### config.mk
export PLATFORM = sky130hd
export DESIGN_NAME = tsu_touch_control
export DESIGN_NICKNAME = d
export VERILOG_FILES = /design/src/tsu_pkg.sv /design/src/tsu_touch_control.sv
export VERILOG_INCLUDE_DIRS = /design/src
export SDC_FILE = /design/constraint.sdc
export NUM_CORES = 1
export LEC_CHECK = 0
export BUFFER_PORTS_ARGS = -buffer_cell sky130_fd_sc_hd__buf_2
export CELL_PAD_IN_SITES_DETAIL_PLACEMENT = 0
export CELL_PAD_IN_SITES_GLOBAL_PLACEMENT = 1
export CORE_MARGIN = 2
export CORE_UTILIZATION = 49
export CTS_CLUSTER_SIZE = 16
export DETAILED_ROUTE_END_ITERATION = 8
export PLACE_DENSITY = 0.79
export SLEW_MARGIN = 20
export SYNTH_ARGS = -nofsm -noshare
export SYNTH_HDL_FRONTEND = slang
export SYNTH_SLANG_ARGS = --single-unit
export TNS_END_PERCENT = 1
### constraint.sdc
create_clock -name clock -period 20 [get_ports clock]
set_clock_uncertainty 0.2 [all_clocks]
set_input_delay 1 -clock clock [delete_from_list [all_inputs] [get_ports clock]]
set_output_delay 1 -clock clock [all_outputs]
set_load 0.1 [all_outputs]
### src/tsu_cfg.svh
// Register offsets, field positions, reset values and timing constants of the touch sense unit
`ifndef TSU_CFG_SVH
`define TSU_CFG_SVH

// ----------------------------------------------------------------
// Register offsets
// ----------------------------------------------------------------
`define TSU_OFF_CONTROL 8'h00
`define TSU_OFF_IRQ_ENABLE 8'h04
`define TSU_OFF_FLAG_CLEAR 8'h08
`define TSU_OFF_IRQ_STATUS 8'h0C
`define TSU_OFF_HYSTERESIS 8'h10
`define TSU_OFF_ANALOG_SWITCH 8'h18
`define TSU_OFF_SAMPLING 8'h20
`define TSU_OFF_CHANNEL 8'h28
`define TSU_OFF_GROUP_STATUS 8'h30
`define TSU_OFF_GROUP_STEP 8'h04

// ----------------------------------------------------------------
// Control field positions
// ----------------------------------------------------------------
`define TSU_BIT_ENABLE 0
`define TSU_BIT_START 1
`define TSU_BIT_MODE 2
`define TSU_BIT_POLARITY 3
`define TSU_BIT_IDLE 4
`define TSU_LIMIT_LSB 5
`define TSU_LIMIT_MSB 7
`define TSU_PDIV_LSB 12
`define TSU_PDIV_MSB 14
`define TSU_BIT_SDIV 15
`define TSU_BIT_SPREAD 16
`define TSU_DEV_LSB 17
`define TSU_DEV_MSB 23
`define TSU_LOW_LSB 24
`define TSU_LOW_MSB 27
`define TSU_HIGH_LSB 28
`define TSU_HIGH_MSB 31

// ----------------------------------------------------------------
// Status bits, reset values, masks
// ----------------------------------------------------------------
`define TSU_BIT_DONE 0
`define TSU_BIT_OVF 1
`define TSU_CONTROL_MASK 32'hFFFF_F0FF
`define TSU_PIN_MASK 32'h00FF_FFFF
`define TSU_RST_HYSTERESIS 32'hFFFF_FFFF
`define TSU_RST_ZERO 32'h0000_0000
`define TSU_LIMIT_RESERVED 3'h7
`define TSU_LFSR_SEED 16'hACE1
`define TSU_LFSR_TAPS 16'hB400

`endif

### src/tsu_pkg.sv
// Types shared by the touch sense unit
package tsu_pkg;
    // Acquisition sequencer states, one-hot
    typedef enum logic [4:0] {
        TSU_IDLE = 5'b00001,
        TSU_WAIT_SYNC = 5'b00010,
        TSU_HIGH = 5'b00100,
        TSU_SPREAD = 5'b01000,
        TSU_LOW = 5'b10000
    } tsu_state_t;
endpackage : tsu_pkg

### src/tsu_touch_control.sv
// Touch sense unit: register file, acquisition sequencer and pulse generator
`timescale 1ns/1ps
`include "tsu_cfg.svh"

module tsu_touch_control
    import tsu_pkg::*;
#(
    parameter int GROUPS = 6,
    parameter int PINS = 24
) (
    // Clock and reset
    input wire logic clock,
    input wire logic rst_n,
    // Register port
    input wire logic [7:0] reg_addr,
    input wire logic [31:0] reg_wdata,
    input wire logic reg_write,
    input wire logic reg_read,
    output logic [31:0] reg_rdata,
    // Sync input and group threshold inputs
    input wire logic sync_in,
    input wire logic [GROUPS-1:0] group_threshold,
    // Sensing pins
    output logic charge_pulse,
    output logic [PINS-1:0] pin_out,
    output logic [PINS-1:0] pin_oe_n,
    output logic acquiring,
    // Interrupt
    output logic irq
);

    // ----------------------------------------------------------------
    // Registers
    // ----------------------------------------------------------------
    logic [31:0] touch_control;
    logic [1:0] touch_irq_enable;
    logic [1:0] touch_irq_status;
    logic [PINS-1:0] pin_hysteresis_control;
    logic [PINS-1:0] pin_analog_switch_control;
    logic [PINS-1:0] pin_sampling_control;
    logic [PINS-1:0] pin_channel_control;
    logic [GROUPS-1:0] group_enable;
    logic [GROUPS-1:0] group_done;
    logic [13:0] group_pulse_count [GROUPS];
    tsu_state_t state;
    logic [13:0] pulse_count;
    logic [7:0] pre_count;
    logic [6:0] phase_count;
    logic [15:0] lfsr;
    logic sync_prev;
    logic done_event;
    logic ovf_event;

    // Control fields
    logic unit_enable;
    logic acquire_start;
    logic acquire_mode_select;
    logic sync_polarity;
    logic idle_pin_state;
    logic [2:0] count_limit_select;
    logic [2:0] pulse_clock_divider;
    logic spread_clock_divider;
    logic spread_enable;
    logic [6:0] spread_deviation_select;
    logic [3:0] pulse_low_length;
    logic [3:0] pulse_high_length;
    assign unit_enable = touch_control[`TSU_BIT_ENABLE];
    assign acquire_start = touch_control[`TSU_BIT_START];
    assign acquire_mode_select = touch_control[`TSU_BIT_MODE];
    assign sync_polarity = touch_control[`TSU_BIT_POLARITY];
    assign idle_pin_state = touch_control[`TSU_BIT_IDLE];
    assign count_limit_select = touch_control[`TSU_LIMIT_MSB:`TSU_LIMIT_LSB];
    assign pulse_clock_divider = touch_control[`TSU_PDIV_MSB:`TSU_PDIV_LSB];
    assign spread_clock_divider = touch_control[`TSU_BIT_SDIV];
    assign spread_enable = touch_control[`TSU_BIT_SPREAD];
    assign spread_deviation_select = touch_control[`TSU_DEV_MSB:`TSU_DEV_LSB];
    assign pulse_low_length = touch_control[`TSU_LOW_MSB:`TSU_LOW_LSB];
    assign pulse_high_length = touch_control[`TSU_HIGH_MSB:`TSU_HIGH_LSB];

    // ----------------------------------------------------------------
    // Derived timing
    // ----------------------------------------------------------------
    logic [13:0] count_limit;
    logic [7:0] pre_limit;
    logic pg_tick;
    logic ss_tick;
    logic sync_event;
    logic all_done;
    logic limit_hit;
    logic [7:0] spread_len;
    logic ss_phase;

    assign count_limit = 14'((15'h00FF << count_limit_select) | 15'h00FF);
    // divide by two to the field value
    assign pre_limit = 8'((9'h001 << pulse_clock_divider) - 9'h001);
    assign pg_tick = (pre_count == pre_limit);
    // spread clock is every cycle or every second
    // Own toggle, as the prescaler is held during the spread phase
    assign ss_tick = spread_clock_divider ? ss_phase : 1'b1;
    // falling edge, or rising edge and high level
    // Level mode fires on any high sample after the start
    assign sync_event = sync_polarity ? (sync_in & ~sync_prev) | (sync_in & sync_prev) : (~sync_in & sync_prev);
    assign all_done = &(group_done | ~group_enable);
    // reserved code never overflows
    // Count after this pulse, so the limit pulse itself overflows
    assign limit_hit = (count_limit_select != `TSU_LIMIT_RESERVED) && ((pulse_count + 14'h0001) >= count_limit);
    // random insertion of 0 up to field plus one periods
    assign spread_len = 8'(lfsr[7:0] % (8'(spread_deviation_select) + 8'h02));

    // ----------------------------------------------------------------
    // Acquisition sequencer
    // ----------------------------------------------------------------
    // disabled unit stays idle
    always_ff @(posedge clock or negedge rst_n) begin
        if (!rst_n) begin
            state <= TSU_IDLE;
            phase_count <= 7'h00;
            pulse_count <= 14'h0000;
            done_event <= 1'b0;
            ovf_event <= 1'b0;
        end else begin
            done_event <= 1'b0;
            ovf_event <= 1'b0;
            if (!unit_enable) begin
                state <= TSU_IDLE;
            end else begin
                case (state)
                    TSU_IDLE: begin
                        phase_count <= 7'h00;
                        pulse_count <= 14'h0000;
                        // mode selects gating
                        // Start still reads set in the cycle after done
                        if (acquire_start && !done_event) begin
                            state <= acquire_mode_select ? TSU_WAIT_SYNC : TSU_HIGH;
                        end
                    end
                    TSU_WAIT_SYNC: begin
                        if (sync_event) begin
                            state <= TSU_HIGH;
                        end
                    end
                    TSU_HIGH: begin
                        if (pg_tick) begin
                            if (phase_count == 7'(pulse_high_length)) begin
                                phase_count <= 7'h00;
                                state <= (spread_enable && spread_len != 8'h00) ? TSU_SPREAD : TSU_LOW;
                            end else begin
                                phase_count <= phase_count + 7'h01;
                            end
                        end
                    end
                    TSU_SPREAD: begin
                        if (ss_tick) begin
                            // Length holds steady here, the dither steps in the low phase
                            if (8'(phase_count) >= spread_len - 8'h01) begin
                                phase_count <= 7'h00;
                                state <= TSU_LOW;
                            end else begin
                                phase_count <= phase_count + 7'h01;
                            end
                        end
                    end
                    TSU_LOW: begin
                        if (pg_tick) begin
                            if (phase_count == 7'(pulse_low_length)) begin
                                phase_count <= 7'h00;
                                pulse_count <= pulse_count + 14'h0001;
                                if (limit_hit) begin
                                    ovf_event <= 1'b1;
                                    done_event <= 1'b1;
                                    state <= TSU_IDLE;
                                end else if (all_done) begin
                                    done_event <= 1'b1;
                                    state <= TSU_IDLE;
                                end else begin
                                    state <= TSU_HIGH;
                                end
                            end else begin
                                phase_count <= phase_count + 7'h01;
                            end
                        end
                    end
                    default: begin
                        state <= TSU_IDLE;
                    end
                endcase
            end
        end
    end

    // Prescaler runs in the high and low phases only
    // Held in spread, so the low phase starts on a whole period
    always_ff @(posedge clock or negedge rst_n) begin
        if (!rst_n) begin
            pre_count <= 8'h00;
        end else if (state == TSU_IDLE || state == TSU_WAIT_SYNC || state == TSU_SPREAD || pg_tick) begin
            pre_count <= 8'h00;
        end else begin
            pre_count <= pre_count + 8'h01;
        end
    end

    // half-rate spread tick, restarted on entry to the spread phase
    always_ff @(posedge clock or negedge rst_n) begin
        if (!rst_n) begin
            ss_phase <= 1'b0;
        end else begin
            ss_phase <= (state == TSU_SPREAD) ? ~ss_phase : 1'b0;
        end
    end

    // Sync history and dither source
    always_ff @(posedge clock or negedge rst_n) begin
        if (!rst_n) begin
            sync_prev <= 1'b0;
            lfsr <= `TSU_LFSR_SEED;
        end else begin
            sync_prev <= sync_in;
            // Stepped in the low phase so the spread length holds through high and spread
            if (state == TSU_LOW && pg_tick) begin
                lfsr <= {1'b0, lfsr[15:1]} ^ (lfsr[0] ? `TSU_LFSR_TAPS : 16'h0000);
            end
        end
    end

    // ----------------------------------------------------------------
    // Group counters: latch pulse count on threshold
    // ----------------------------------------------------------------
    genvar g;
    generate
        for (g = 0; g < GROUPS; g++) begin : gen_group
            always_ff @(posedge clock or negedge rst_n) begin
                if (!rst_n) begin
                    group_done[g] <= 1'b0;
                    group_pulse_count[g] <= 14'h0000;
                // Same start condition as the sequencer
                end else if (state == TSU_IDLE && acquire_start && unit_enable && !done_event) begin
                    group_done[g] <= 1'b0;
                end else if (state == TSU_LOW && group_enable[g] && !group_done[g] && group_threshold[g]) begin
                    group_done[g] <= 1'b1;
                    group_pulse_count[g] <= pulse_count;
                end
            end
        end
    endgenerate

    // ----------------------------------------------------------------
    // Register writes
    // ----------------------------------------------------------------
    // start cleared by hardware at end
    always_ff @(posedge clock or negedge rst_n) begin
        if (!rst_n) begin
            touch_control <= `TSU_RST_ZERO;
        end else begin
            if (reg_write && reg_addr == `TSU_OFF_CONTROL) begin
                touch_control <= reg_wdata & `TSU_CONTROL_MASK;
            end
            if (done_event) begin
                touch_control[`TSU_BIT_START] <= 1'b0;
            end
        end
    end

    // Pin and group configuration
    always_ff @(posedge clock or negedge rst_n) begin
        if (!rst_n) begin
            touch_irq_enable <= 2'h0;
            pin_hysteresis_control <= PINS'(`TSU_RST_HYSTERESIS);
            pin_analog_switch_control <= '0;
            pin_sampling_control <= '0;
            pin_channel_control <= '0;
            group_enable <= '0;
        end else if (reg_write) begin
            case (reg_addr)
                `TSU_OFF_IRQ_ENABLE: touch_irq_enable <= reg_wdata[1:0];
                `TSU_OFF_HYSTERESIS: pin_hysteresis_control <= PINS'(reg_wdata);
                `TSU_OFF_ANALOG_SWITCH: pin_analog_switch_control <= PINS'(reg_wdata);
                `TSU_OFF_SAMPLING: pin_sampling_control <= PINS'(reg_wdata);
                `TSU_OFF_CHANNEL: pin_channel_control <= PINS'(reg_wdata);
                `TSU_OFF_GROUP_STATUS: group_enable <= GROUPS'(reg_wdata);
                default: begin
                end
            endcase
        end
    end

    // Sticky flags: set wins over clear
    always_ff @(posedge clock or negedge rst_n) begin
        if (!rst_n) begin
            touch_irq_status <= 2'h0;
        end else begin
            for (int b = 0; b < 2; b++) begin
                if ((b == `TSU_BIT_DONE && done_event) || (b == `TSU_BIT_OVF && ovf_event)) begin
                    touch_irq_status[b] <= 1'b1;
                end else if ((reg_write && reg_addr == `TSU_OFF_FLAG_CLEAR && reg_wdata[b]) ||
                             (reg_read && reg_addr == `TSU_OFF_IRQ_STATUS)) begin
                    touch_irq_status[b] <= 1'b0;
                end
            end
        end
    end

    // ----------------------------------------------------------------
    // Register reads, one cycle later; unmapped reads zero
    // ----------------------------------------------------------------
    // offset decode, group counts
    always_ff @(posedge clock or negedge rst_n) begin
        if (!rst_n) begin
            reg_rdata <= `TSU_RST_ZERO;
        end else if (reg_read) begin
            reg_rdata <= `TSU_RST_ZERO;
            case (reg_addr)
                `TSU_OFF_CONTROL: reg_rdata <= touch_control;
                `TSU_OFF_IRQ_ENABLE: reg_rdata <= {30'h0, touch_irq_enable};
                `TSU_OFF_IRQ_STATUS: reg_rdata <= {30'h0, touch_irq_status};
                `TSU_OFF_HYSTERESIS: reg_rdata <= 32'(pin_hysteresis_control);
                `TSU_OFF_ANALOG_SWITCH: reg_rdata <= 32'(pin_analog_switch_control);
                `TSU_OFF_SAMPLING: reg_rdata <= 32'(pin_sampling_control);
                `TSU_OFF_CHANNEL: reg_rdata <= 32'(pin_channel_control);
                `TSU_OFF_GROUP_STATUS: reg_rdata <= {8'h00, 8'(group_done), 8'h00, 8'(group_enable)};
                default: begin
                    // Group counts follow the group status word, one word each
                    for (int k = 1; k <= GROUPS; k++) begin
                        if (reg_addr == 8'(`TSU_OFF_GROUP_STATUS + `TSU_OFF_GROUP_STEP * k)) begin
                            reg_rdata <= 32'(group_pulse_count[k-1]);
                        end
                    end
                end
            endcase
        end
    end

    // ----------------------------------------------------------------
    // Pin drive and interrupt outputs, all registered
    // ----------------------------------------------------------------
    // idle pins low or floating
    always_ff @(posedge clock or negedge rst_n) begin
        if (!rst_n) begin
            charge_pulse <= 1'b0;
            pin_out <= '0;
            pin_oe_n <= '0;
            acquiring <= 1'b0;
            irq <= 1'b0;
        end else begin
            charge_pulse <= (state == TSU_HIGH) || (state == TSU_SPREAD);
            acquiring <= (state != TSU_IDLE);
            irq <= |(touch_irq_status & touch_irq_enable);
            // Channel pins drive the pulse, sampling pins float to read the capacitor
            for (int p = 0; p < PINS; p++) begin
                if (state != TSU_IDLE && state != TSU_WAIT_SYNC && pin_channel_control[p]) begin
                    pin_out[p] <= (state == TSU_HIGH) || (state == TSU_SPREAD);
                    pin_oe_n[p] <= 1'b0;
                end else if (state != TSU_IDLE && state != TSU_WAIT_SYNC && pin_sampling_control[p]) begin
                    pin_out[p] <= 1'b0;
                    pin_oe_n[p] <= 1'b1;
                end else begin
                    pin_out[p] <= 1'b0;
                    pin_oe_n[p] <= idle_pin_state;
                end
            end
        end
    end

endmodule : tsu_touch_control

=== Word-level counts from Yosys, hierarchy flattened ===
Cells that the tools add are included.

* Word-level logic and storage cells: 356
* Register bits: 361
* Input port bits: 51
* Output and inout bits: 83

* Equality and inequality tests: 37
* Bitwise gates (word level): 12
* Reductions and logical operators: 122
* $lt $le $gt $ge: 2
* Divide/modulo/power cells: 1
* Shift-type cells: 2
* Multiplexer cells: 137
* $add $sub $neg: 6

{| class="wikitable"
|+ Operators by type and width
! cell !! number
|-
| one-hot mux 32 bit (8 select lines) || 1
|-
| two-way mux 32 bit || 5
|-
| two-way mux 1 bit || 103
|-
| logical AND 1 bit || 79
|-
| two-way mux 5 bit || 10
|-
| == test 8 x 6 -> 1 bit, second input constant || 6
|-
| two-way mux 14 bit || 3
|-
| two-way mux 7 bit || 6
|-
| one-hot mux 14 bit (2 select lines) || 1
|-
| one-hot mux 7 bit (4 select lines) || 1
|-
| inequality test 3 bit, second input constant || 9
|-
| one-hot mux 5 bit (5 select lines) || 1
|-
| == test 8 x 7 -> 1 bit, second input constant || 3
|-
| AND reduction 2 bit || 12
|-
| nonzero test 2 bit || 10
|-
| == test 8 x 4 -> 1 bit, second input constant || 2
|-
| == test 8 x 5 -> 1 bit, second input constant || 2
|-
| two-way mux 16 bit || 1
|-
| subtractor 8 x 1 -> 8 bit, second input constant || 2
|-
| bitwise XOR 15 x 16 -> 16 bit || 1
|-
| adder 14 x 1 -> 14 bit, second input constant || 1
|-
| == test 7 x 4 -> 1 bit || 2
|-
| >= comparator 14 bit || 1
|-
| left shift 8 x 3 -> 14 bit, first input constant || 1
|-
| other kinds (35) || 56
|}

=== Depth between registers and ports, before layout ===
Gate-level depths: netlist (run 1).

* Depth after elaboration: 9
* Gate-level depth with buffers: 63
* Mapped depth without buffers: 61

=== Least setup slack after synthesis (run 1) ===
OpenSTA, ideal clock, no wires.

* Path kind: flip-flop to flip-flop
* From: register touch_control[18]
* To: register phase_count[2]
* Clock period less this slack: 13.899 ns
* Required time: 19.736 ns
* Library setup time: 0.064 ns
* Path slack: 6.101 ns
* Path buffers: 4
* Arrival time: 13.635 ns
* Stages on the path, launching flop included: 60
* Cells stage by stage: dfrtp_1 > ha_1 > nand2b_1 > mux2_4 > o41a_1 > or2_2 > ha_1 > o21a_1 > o211a_1 > nand2_1 > mux2_2 > ha_1 > o211a_1 > o31a_2 > nand2_1 > mux2_2 > ha_1 > or3_1 > [... 24 more ...] > a21o_1 > a32oi_1 > clkbuf_1 > inv_1 > mux2i_1 > ha_1 > ha_1 > a21o_1 > a21o_1 > a21o_1 > a21oi_1 > nor2_1 > a211oi_1 > and4b_1 > o31a_1 > buf_6 > nor4b_2 > a21o_1

* Word-level cells in the longest chain between the ends: 7

{| class="wikitable"
|+ Ends and longest elaborated chain
! element !! line !! source
|-
| start, declared || tsu_touch_control.sv:35 || <nowiki>logic [31:0] touch_control;</nowiki>
|-
| start signal, assigned || tsu_touch_control.sv:253 || <nowiki>touch_control <= `TSU_RST_ZERO;</nowiki>
|-
| start signal, assigned || tsu_touch_control.sv:256 || <nowiki>touch_control <= reg_wdata & `TSU_CONTROL_MASK;</nowiki>
|-
| adder 7 x 2 -> 8 bit || tsu_touch_control.sv:108 || <nowiki>assign spread_len = 8'(lfsr[7:0] % (8'(spread_deviation_select) + 8'h02));</nowiki>
|-
| remainder unit 8 x 8 -> 8 bit || tsu_touch_control.sv:108 ||
|-
| subtractor 8 x 1 -> 8 bit || tsu_touch_control.sv:155 || <nowiki>if (8'(phase_count) >= spread_len - 8'h01) begin</nowiki>
|-
| >= comparator 7 x 8 -> 1 bit || tsu_touch_control.sv:155 ||
|-
| two-way mux 7 bit || tsu_touch_control.sv:155 ||
|-
| two-way mux 7 bit || tsu_touch_control.sv:153 || <nowiki>if (ss_tick) begin</nowiki>
|-
| one-hot mux 7 bit (4 select lines) || tsu_touch_control.sv:127 || <nowiki>case (state)</nowiki>
|-
| end signal, assigned || tsu_touch_control.sv:148 || <nowiki>phase_count <= phase_count + 7'h01;</nowiki>
|-
| end signal, assigned || tsu_touch_control.sv:159 || <nowiki>phase_count <= phase_count + 7'h01;</nowiki>
|-
| end signal, assigned || tsu_touch_control.sv:179 || <nowiki>phase_count <= phase_count + 7'h01;</nowiki>
|-
| end, declared || tsu_touch_control.sv:48 || <nowiki>logic [6:0] phase_count;</nowiki>
|}

Every way passes these cells. The select of a mux whose other input is x is not followed.
A chain may end at the register's enable or synchronous reset.

=== Worst setup path after layout (run 1) ===
* From: register touch_control[18]
* To: register state[1]

* Word-level cells in the longest chain between the ends: 6

{| class="wikitable"
|+ Ends and longest elaborated chain
! element !! line !! source
|-
| adder 7 x 2 -> 8 bit || tsu_touch_control.sv:108 ||
|-
| remainder unit 8 x 8 -> 8 bit || tsu_touch_control.sv:108 ||
|-
| subtractor 8 x 1 -> 8 bit || tsu_touch_control.sv:155 ||
|-
| >= comparator 7 x 8 -> 1 bit || tsu_touch_control.sv:155 ||
|-
| inequality test 3 bit (no line) || - ||
|-
| AND reduction 8 bit (no line) || - ||
|-
| end signal, assigned || tsu_touch_control.sv:134 || <nowiki>state <= acquire_mode_select ? TSU_WAIT_SYNC : TSU_HIGH;</nowiki>
|-
| end signal, assigned || tsu_touch_control.sv:146 || <nowiki>state <= (spread_enable && spread_len != 8'h00) ? TSU_SPREAD : TSU_LOW;</nowiki>
|-
| end, declared || tsu_touch_control.sv:45 || <nowiki>tsu_state_t state;</nowiki>
|}

Every way passes these cells.

==> results.ini, run 1 <==
[die]
die_y_um = 196
start_util_pct = 49.6
core_area_um2 = 36500
row_count = 70
ios = 134
die_width_um = 196
dieArea_um2 = 38500

[setup_path]
r2r_start = touch_control[18]
required_ps = 20200
r2r-end = state[1]
path_common_cell = ha_1
critPathKind = reg -> reg
r2r_cells = 56
crit_end = state[1]
cpMaxStageDelayCell = o311ai_0
crit_path_max_incr_delay_ps = 800
worstPathMaxFanout = 17
rrSetupSlack_ps = 4490
end_kind = flop
worstPathArrival_ps = 15720
crit_path_start_kind = flop
startpoint = touch_control[18]

[route]
drt-wirelength-per-cell_um = 21.8
drtIter0Drc = 944
routed_wl_mm = 48.4
first_pass_iters = 6
vias = 13500
via_per_inst = 6.08
final_antenna_net_count = 0
drcViolationCount = 0

[sta]
slew_viol_final = 0
finalHoldViolCount = 0
worst_slew_pin_slew_ps = 1160
period_share_pct = 77.6
rsz0062_at_grt = no
post-route-min-period_ps = 15510
tns_ps = 0
max_slew_margin_pct = 23.0
finalSetupViolCount = 0
max_freq_ghz = 0.0645

[yosys]
ys_warn_count = 0
synthCells = 1634
synth-seq-cells = 361
ys.flop_type = dfrtp_1
synth_area_leaders = dfrtp_1 (45%), mux2_2 (14%), dfstp_2 (4.8%), ha_1 (4.0%), a21oi_1 (2.8%)
synth.largest_area_cell = dfrtp_1
synth-seq-area-share_pct = 50.1
syn_area_um2 = 18100
syn_nets = 1744
synth.distinct_cells = 76
netlist.area_leader.share_pct = 45.3
synth_edf_count = 0
synth_area_per_cell_um2 = 11.1
async_flop_share_pct = 100

[power_and_ir_drop]
intPower_mw = 2.18
power.leakage_nw = 9.86
p_sw_mw = 1.67
combPwrFrac_pct = 61.6
power_switching_share_pct = 43.4
finalPower_mw = 3.85
p_seq_share_pct = 20.0
p_clk_share_pct = 18.4
powerDensity_nw_per_um2 = 189
ir_drop_uv = 307

[clock_network]
clock_latency_ps = 530
htreeDepth = 2
cts_root_buf = clkbuf_16
cts_buffers = 38
cts_hold_buf = 0
clkTransAtPathRegs_ps = 60
clock_path_buffers = 3
cts_sinks = 361
cts_resized = 0
cts_tree = done
cts_setup_buffers = 0

[grt]
grt_pass1_vias = 13500
track_usage_pct = 25.3
antenna_found_initial = 2
grt_max_degree = 83
grt_pass1_wl_mm = 76.0
grt-ovfl-total = 0

[placement]
dp_cells = 2149
numPortBuffers = 133
dp_hpwl_mm = 33.0
place_congestion = 0.870

[final_layout]
drive_gt1_share_pct = 28.2
diodes = 0
final_common_cell = dfrtp_1
stdcell_count = 2217
synthToLayoutAreaGrowth_pct = 12.6
final_cell_mix = dfrtp_1 (328), mux2_2 (228), buf_2 (132), nor2_1 (101), a21oi_1 (99)
nets = 1831

[outcome]
status = complete, no violations

[run]
cap_violations = 0

[hold_path]
holdCritPathClass = reg -> reg

==> layout make-up <==
cell class | instances | area [µm²]
Clock inverter | 10 | 149
Timing Repair Buffer | 152 | 826
Fill cell | 3072 | 16100
Inverter | 43 | 161
Tap cell | 468 | 586
Multi-Input combinational cell | 1125 | 8480
Clock buffer | 58 | 1110
Sequential cell | 361 | 9070
==> power by group through the flow <==
stage               sequential, mW  clock, mW  combinational, mW
CTS                          0.768      0.724               2.35
global route                 0.770      0.753               2.65
detailed placement           0.781          0               2.34
global placement             0.780          0               2.31
floorplan                    0.815          0               1.78
finish                       0.768      0.709               2.37
==> kinds of logic after synthesis <==
logic type | after synthesis | synth area share (%)
buffers and inverters | 148 | 3.19
xor gates and xnor gates | 44 | 2.13
DFF | 361 | 50.1
and+or+nand+nor | 389 | 10.6
adders and majority gates | 59 | 4.12
AOI/OAI and AO/OA | 389 | 14.8
muxes | 244 | 15.1
==> worst min path at each step <==
stage,from,endpoint,cells past startpoint
3_3_place_gp,ss_phase,ss_phase,1
4_1_cts,ss_phase,ss_phase,1
3_5_place_dp,ss_phase,ss_phase,1
5_1_grt,ss_phase,ss_phase,1
2_1_floorplan,ss_phase,ss_phase,1
6_report,ss_phase,ss_phase,1
==> stage by stage <==
stage | utilization, % | hold WS (ps) | worst slack (ps) | area, µm²
detailed placement | 52.3 | 201 | 4690 | 19100
finish | 55.8 | 209 | 4490 | 20400
CTS | 55.8 | 209 | 4660 | 20400
global route | 55.8 | 223 | 3260 | 20400
global placement | 52.3 | 202 | 5200 | 19100
floorplan | - | 190 | 6100 | 18100
==> worst max-delay path: cells and delay by family (launching register included) <==
family	cells	cell delay, ps
compound gates	26	7090
fa+ha+maj	10	3130
buf+inv	2	310
flops	1	680
mux	5	1420
simple gates	13	2550
==> cell usage after synthesis (6+ instances only) <==
| cell type | count |
|---|---|
| nor4_1 | 6 |
| a221oi_1 | 24 |
| clkbuf_1 | 94 |
| ha_1 | 58 |
| a211oi_1 | 7 |
| nand3_1 | 35 |
| mux2i_1 | 14 |
| a22oi_1 | 36 |
| nor2b_1 | 14 |
| buf_1 | 6 |
| nand2b_1 | 12 |
| a31oi_1 | 19 |
| o211ai_1 | 6 |
| and2_1 | 29 |
| or3_1 | 11 |
| a21o_1 | 20 |
| a22o_1 | 21 |
| nand2_1 | 93 |
| o21a_1 | 19 |
| nor2_1 | 108 |
| o21ai_0 | 59 |
| nand3b_1 | 9 |
| nor3_1 | 26 |
| a222oi_1 | 13 |
| xnor2_1 | 21 |
| a21oi_1 | 100 |
| a41oi_1 | 13 |
| mux2_2 | 228 |
| inv_1 | 43 |
| dfrtp_1 | 328 |
| and3_1 | 16 |
| dfstp_2 | 33 |
| nand4_1 | 8 |
| xor2_1 | 23 |
==> layer usage <==
metal	vias to the layer above	share of wire, %	track usage [%]
met2	435	47	40.4
met1	6820	45	36.0
met5	-	0.058	0
met4	4	2.8	8.31
li1	6151	-	-
met3	78	5.1	3.28
==> registers in the layout, summed over array words and instances, names as in the netlist, 2 cells and up <==
register                   flops
pulse_count                   14
pin_hysteresis_control        24
lfsr                          16
pre_count                      8
touch_control                 28
touch_irq_enable               2
group_enable                   6
group_done                     6
phase_count                    7
reg_rdata                     32
pin_oe_n                      24
state                          5
pin_analog_switch_control     24
pin_out                       24
group_pulse_count             84
pin_sampling_control          24
pin_channel_control           24
touch_irq_status               2
(Power assumes the default switching activity.)
==> inputs of run 2 (changes only) <==
==> constraint.sdc (replaced) <==
create_clock -name clock -period 15.4 [get_ports clock]
set_clock_uncertainty 0.2 [all_clocks]
set_input_delay 0.77 -clock clock [delete_from_list [all_inputs] [get_ports clock]]
set_output_delay 0.77 -clock clock [all_outputs]
set_load 0.1 [all_outputs]
==> results.ini, run 2 (synthesized netlist as in run 1, its figures left out) <==
[outcome]
status = complete, no violations

[setup_path]
r2r_cells = 57
crit_path_start_kind = flop
worstPathArrival_ps = 14740
rrSetupSlack_ps = 900
critPathKind = reg -> reg
end_kind = flop
path_buf_inv = 2
required_ps = 15640
r2r-end = state[4]
r2r_start = touch_control[18]
crit_path_max_incr_delay_ps = 510
cp_top_family = compound AO/OA/AOI/OAI gates
path_common_cell = ha_1
worstPathMaxFanout = 17
cpMaxStageDelayCell = dfrtp_2

[sta]
post-route-min-period_ps = 14500
tns_ps = 0
max_freq_ghz = 0.0690
max_slew_margin_pct = 25.8
finalSetupViolCount = 0
slew_viol_final = 0
period_share_pct = 94.1
finalHoldViolCount = 0
worst_slew_pin_slew_ps = 1110

[die]
dieArea_um2 = 38500
core_area_um2 = 36500
die_y_um = 196
ios = 134
die_width_um = 196
start_util_pct = 49.6
row_count = 70

[final_layout]
stdcell_count = 2221
drive_gt1_share_pct = 29.3
largest_reg_flops = 84
final_common_cell = dfrtp_1
nets = 1834
fin_util_pct = 56.1
final_cell_mix = dfrtp_1 (327), mux2_2 (228), buf_2 (132), nor2_1 (101), a21oi_1 (98)
diodes = 0
regMostFlops = group_pulse_count
biggestRegsByFlops = group_pulse_count: 84 flops, reg_rdata: 32 flops, touch_control: 28 flops
synthToLayoutAreaGrowth_pct = 13.2
fillers = 3076

[route]
via_per_inst = 6.05
final_antenna_net_count = 0
drt-wirelength-per-cell_um = 21.8
drcViolationCount = 0
vias = 13400
drtIter0Drc = 1029
first_pass_iters = 6
routed_wl_mm = 48.5

[clock_network]
cts_sinks = 361
cts_buffers = 37
clock_path_buffers = 3
htreeDepth = 2
clkTransAtPathRegs_ps = 60
clock_latency_ps = 540
cts_tree = done
cts_root_buf = clkbuf_16

[placement]
dp_hpwl_mm = 32.9
numPortBuffers = 133
place_congestion = 0.861
dp_cells = 2150

[power_and_ir_drop]
powerDensity_nw_per_um2 = 247
power.leakage_nw = 9.92
ir_drop_uv = 365

[grt]
grt-ovfl-total = 0
antenna_found_initial = 0
grt_pass1_wl_mm = 76.6
track_usage_pct = 25.6
grt_pass1_vias = 13300
grt_max_degree = 165

[hold_path]
holdCritPathClass = in -> async

[run]
cap_violations = 0

==> run 2: changes by cell type in the layout (fill, tap and decap cells not counted), sizes merged <==
cell,previous run,this run
buf,152,156
clkbuf,58,55
clkinv,3,8
clkinvlp,2,1
inv,45,44
==> run 2: worst max path at each step <==
stage               cells past startpoint             end  slack (ps)              start
global placement                       55  phase_count[2]         700  touch_control[18]
CTS                                    56        state[4]         290  touch_control[18]
global route                           57        state[2]         -30  touch_control[18]
finish                                 57        state[4]         900  touch_control[18]
floorplan                              59  phase_count[2]        1500  touch_control[18]
detailed placement                     56        state[4]         350  touch_control[18]
==> run 2: area by class of cell <==
cell class | count | area (µm²) | area share, %
clock inverters | 13 | 146 | 0.715
repair buffers | 156 | 861 | 4.20
well taps | 468 | 586 | 2.86
flip-flops and latches | 361 | 9080 | 44.3
multi-input cells | 1125 | 8530 | 41.6
clock buffers | 55 | 1130 | 5.50
inverters | 43 | 161 | 0.788
==> run 2: stage by stage <==
step	worst slack [ps]	hold slack (ps)	area (µm²)	total power, mW
2_1_floorplan	1500	190	18100	3.37
3_3_place_gp	699	203	19100	4.02
3_5_place_dp	352	200	19100	4.03
4_1_cts	287	180	20400	4.97
5_1_grt	-25.4	211	20500	5.47
6_report	905	119	20500	5.06
==> run 2: repair_timing <==
action | in CTS | in global routing
gates resized for setup | 0 | 14
hold buffers | 0 | 0
buffers inserted | 0 | 3
endpoints found under the setup margin | 0 | 12
==> run 2: report_power, final <==
| part | switching [mW] | total [mW] | internal, mW |
|---|---|---|---|
| clock network | 0.370 | 0.929 | 0.558 |
| registers | 0.0221 | 0.997 | 0.975 |
| logic | 1.79 | 3.14 | 1.35 |
==> run 2: per-layer routing <==
metal  part of all wire [%]  global-route usage (%)  up-vias
met5                      0                       0        -
met4                    2.9                    8.14        0
met3                    5.6                    4.02       83
met2                     47                    40.6      407
met1                     45                    36.2     6785
li1                       -                       -     6165
==> run 2: worst reg2reg max path, delay by kind of cell, from the launching register on <==
family / cells / cell delay, ps
AO/OA/AOI/OAI: 23 / 6170
XOR/XNOR: 1 / 140
adder cells (fa/ha/maj): 9 / 2700
buffers and inverters: 2 / 420
flip-flops: 1 / 510
multiplexers: 4 / 1160
AND/OR/NAND/NOR: 18 / 3110
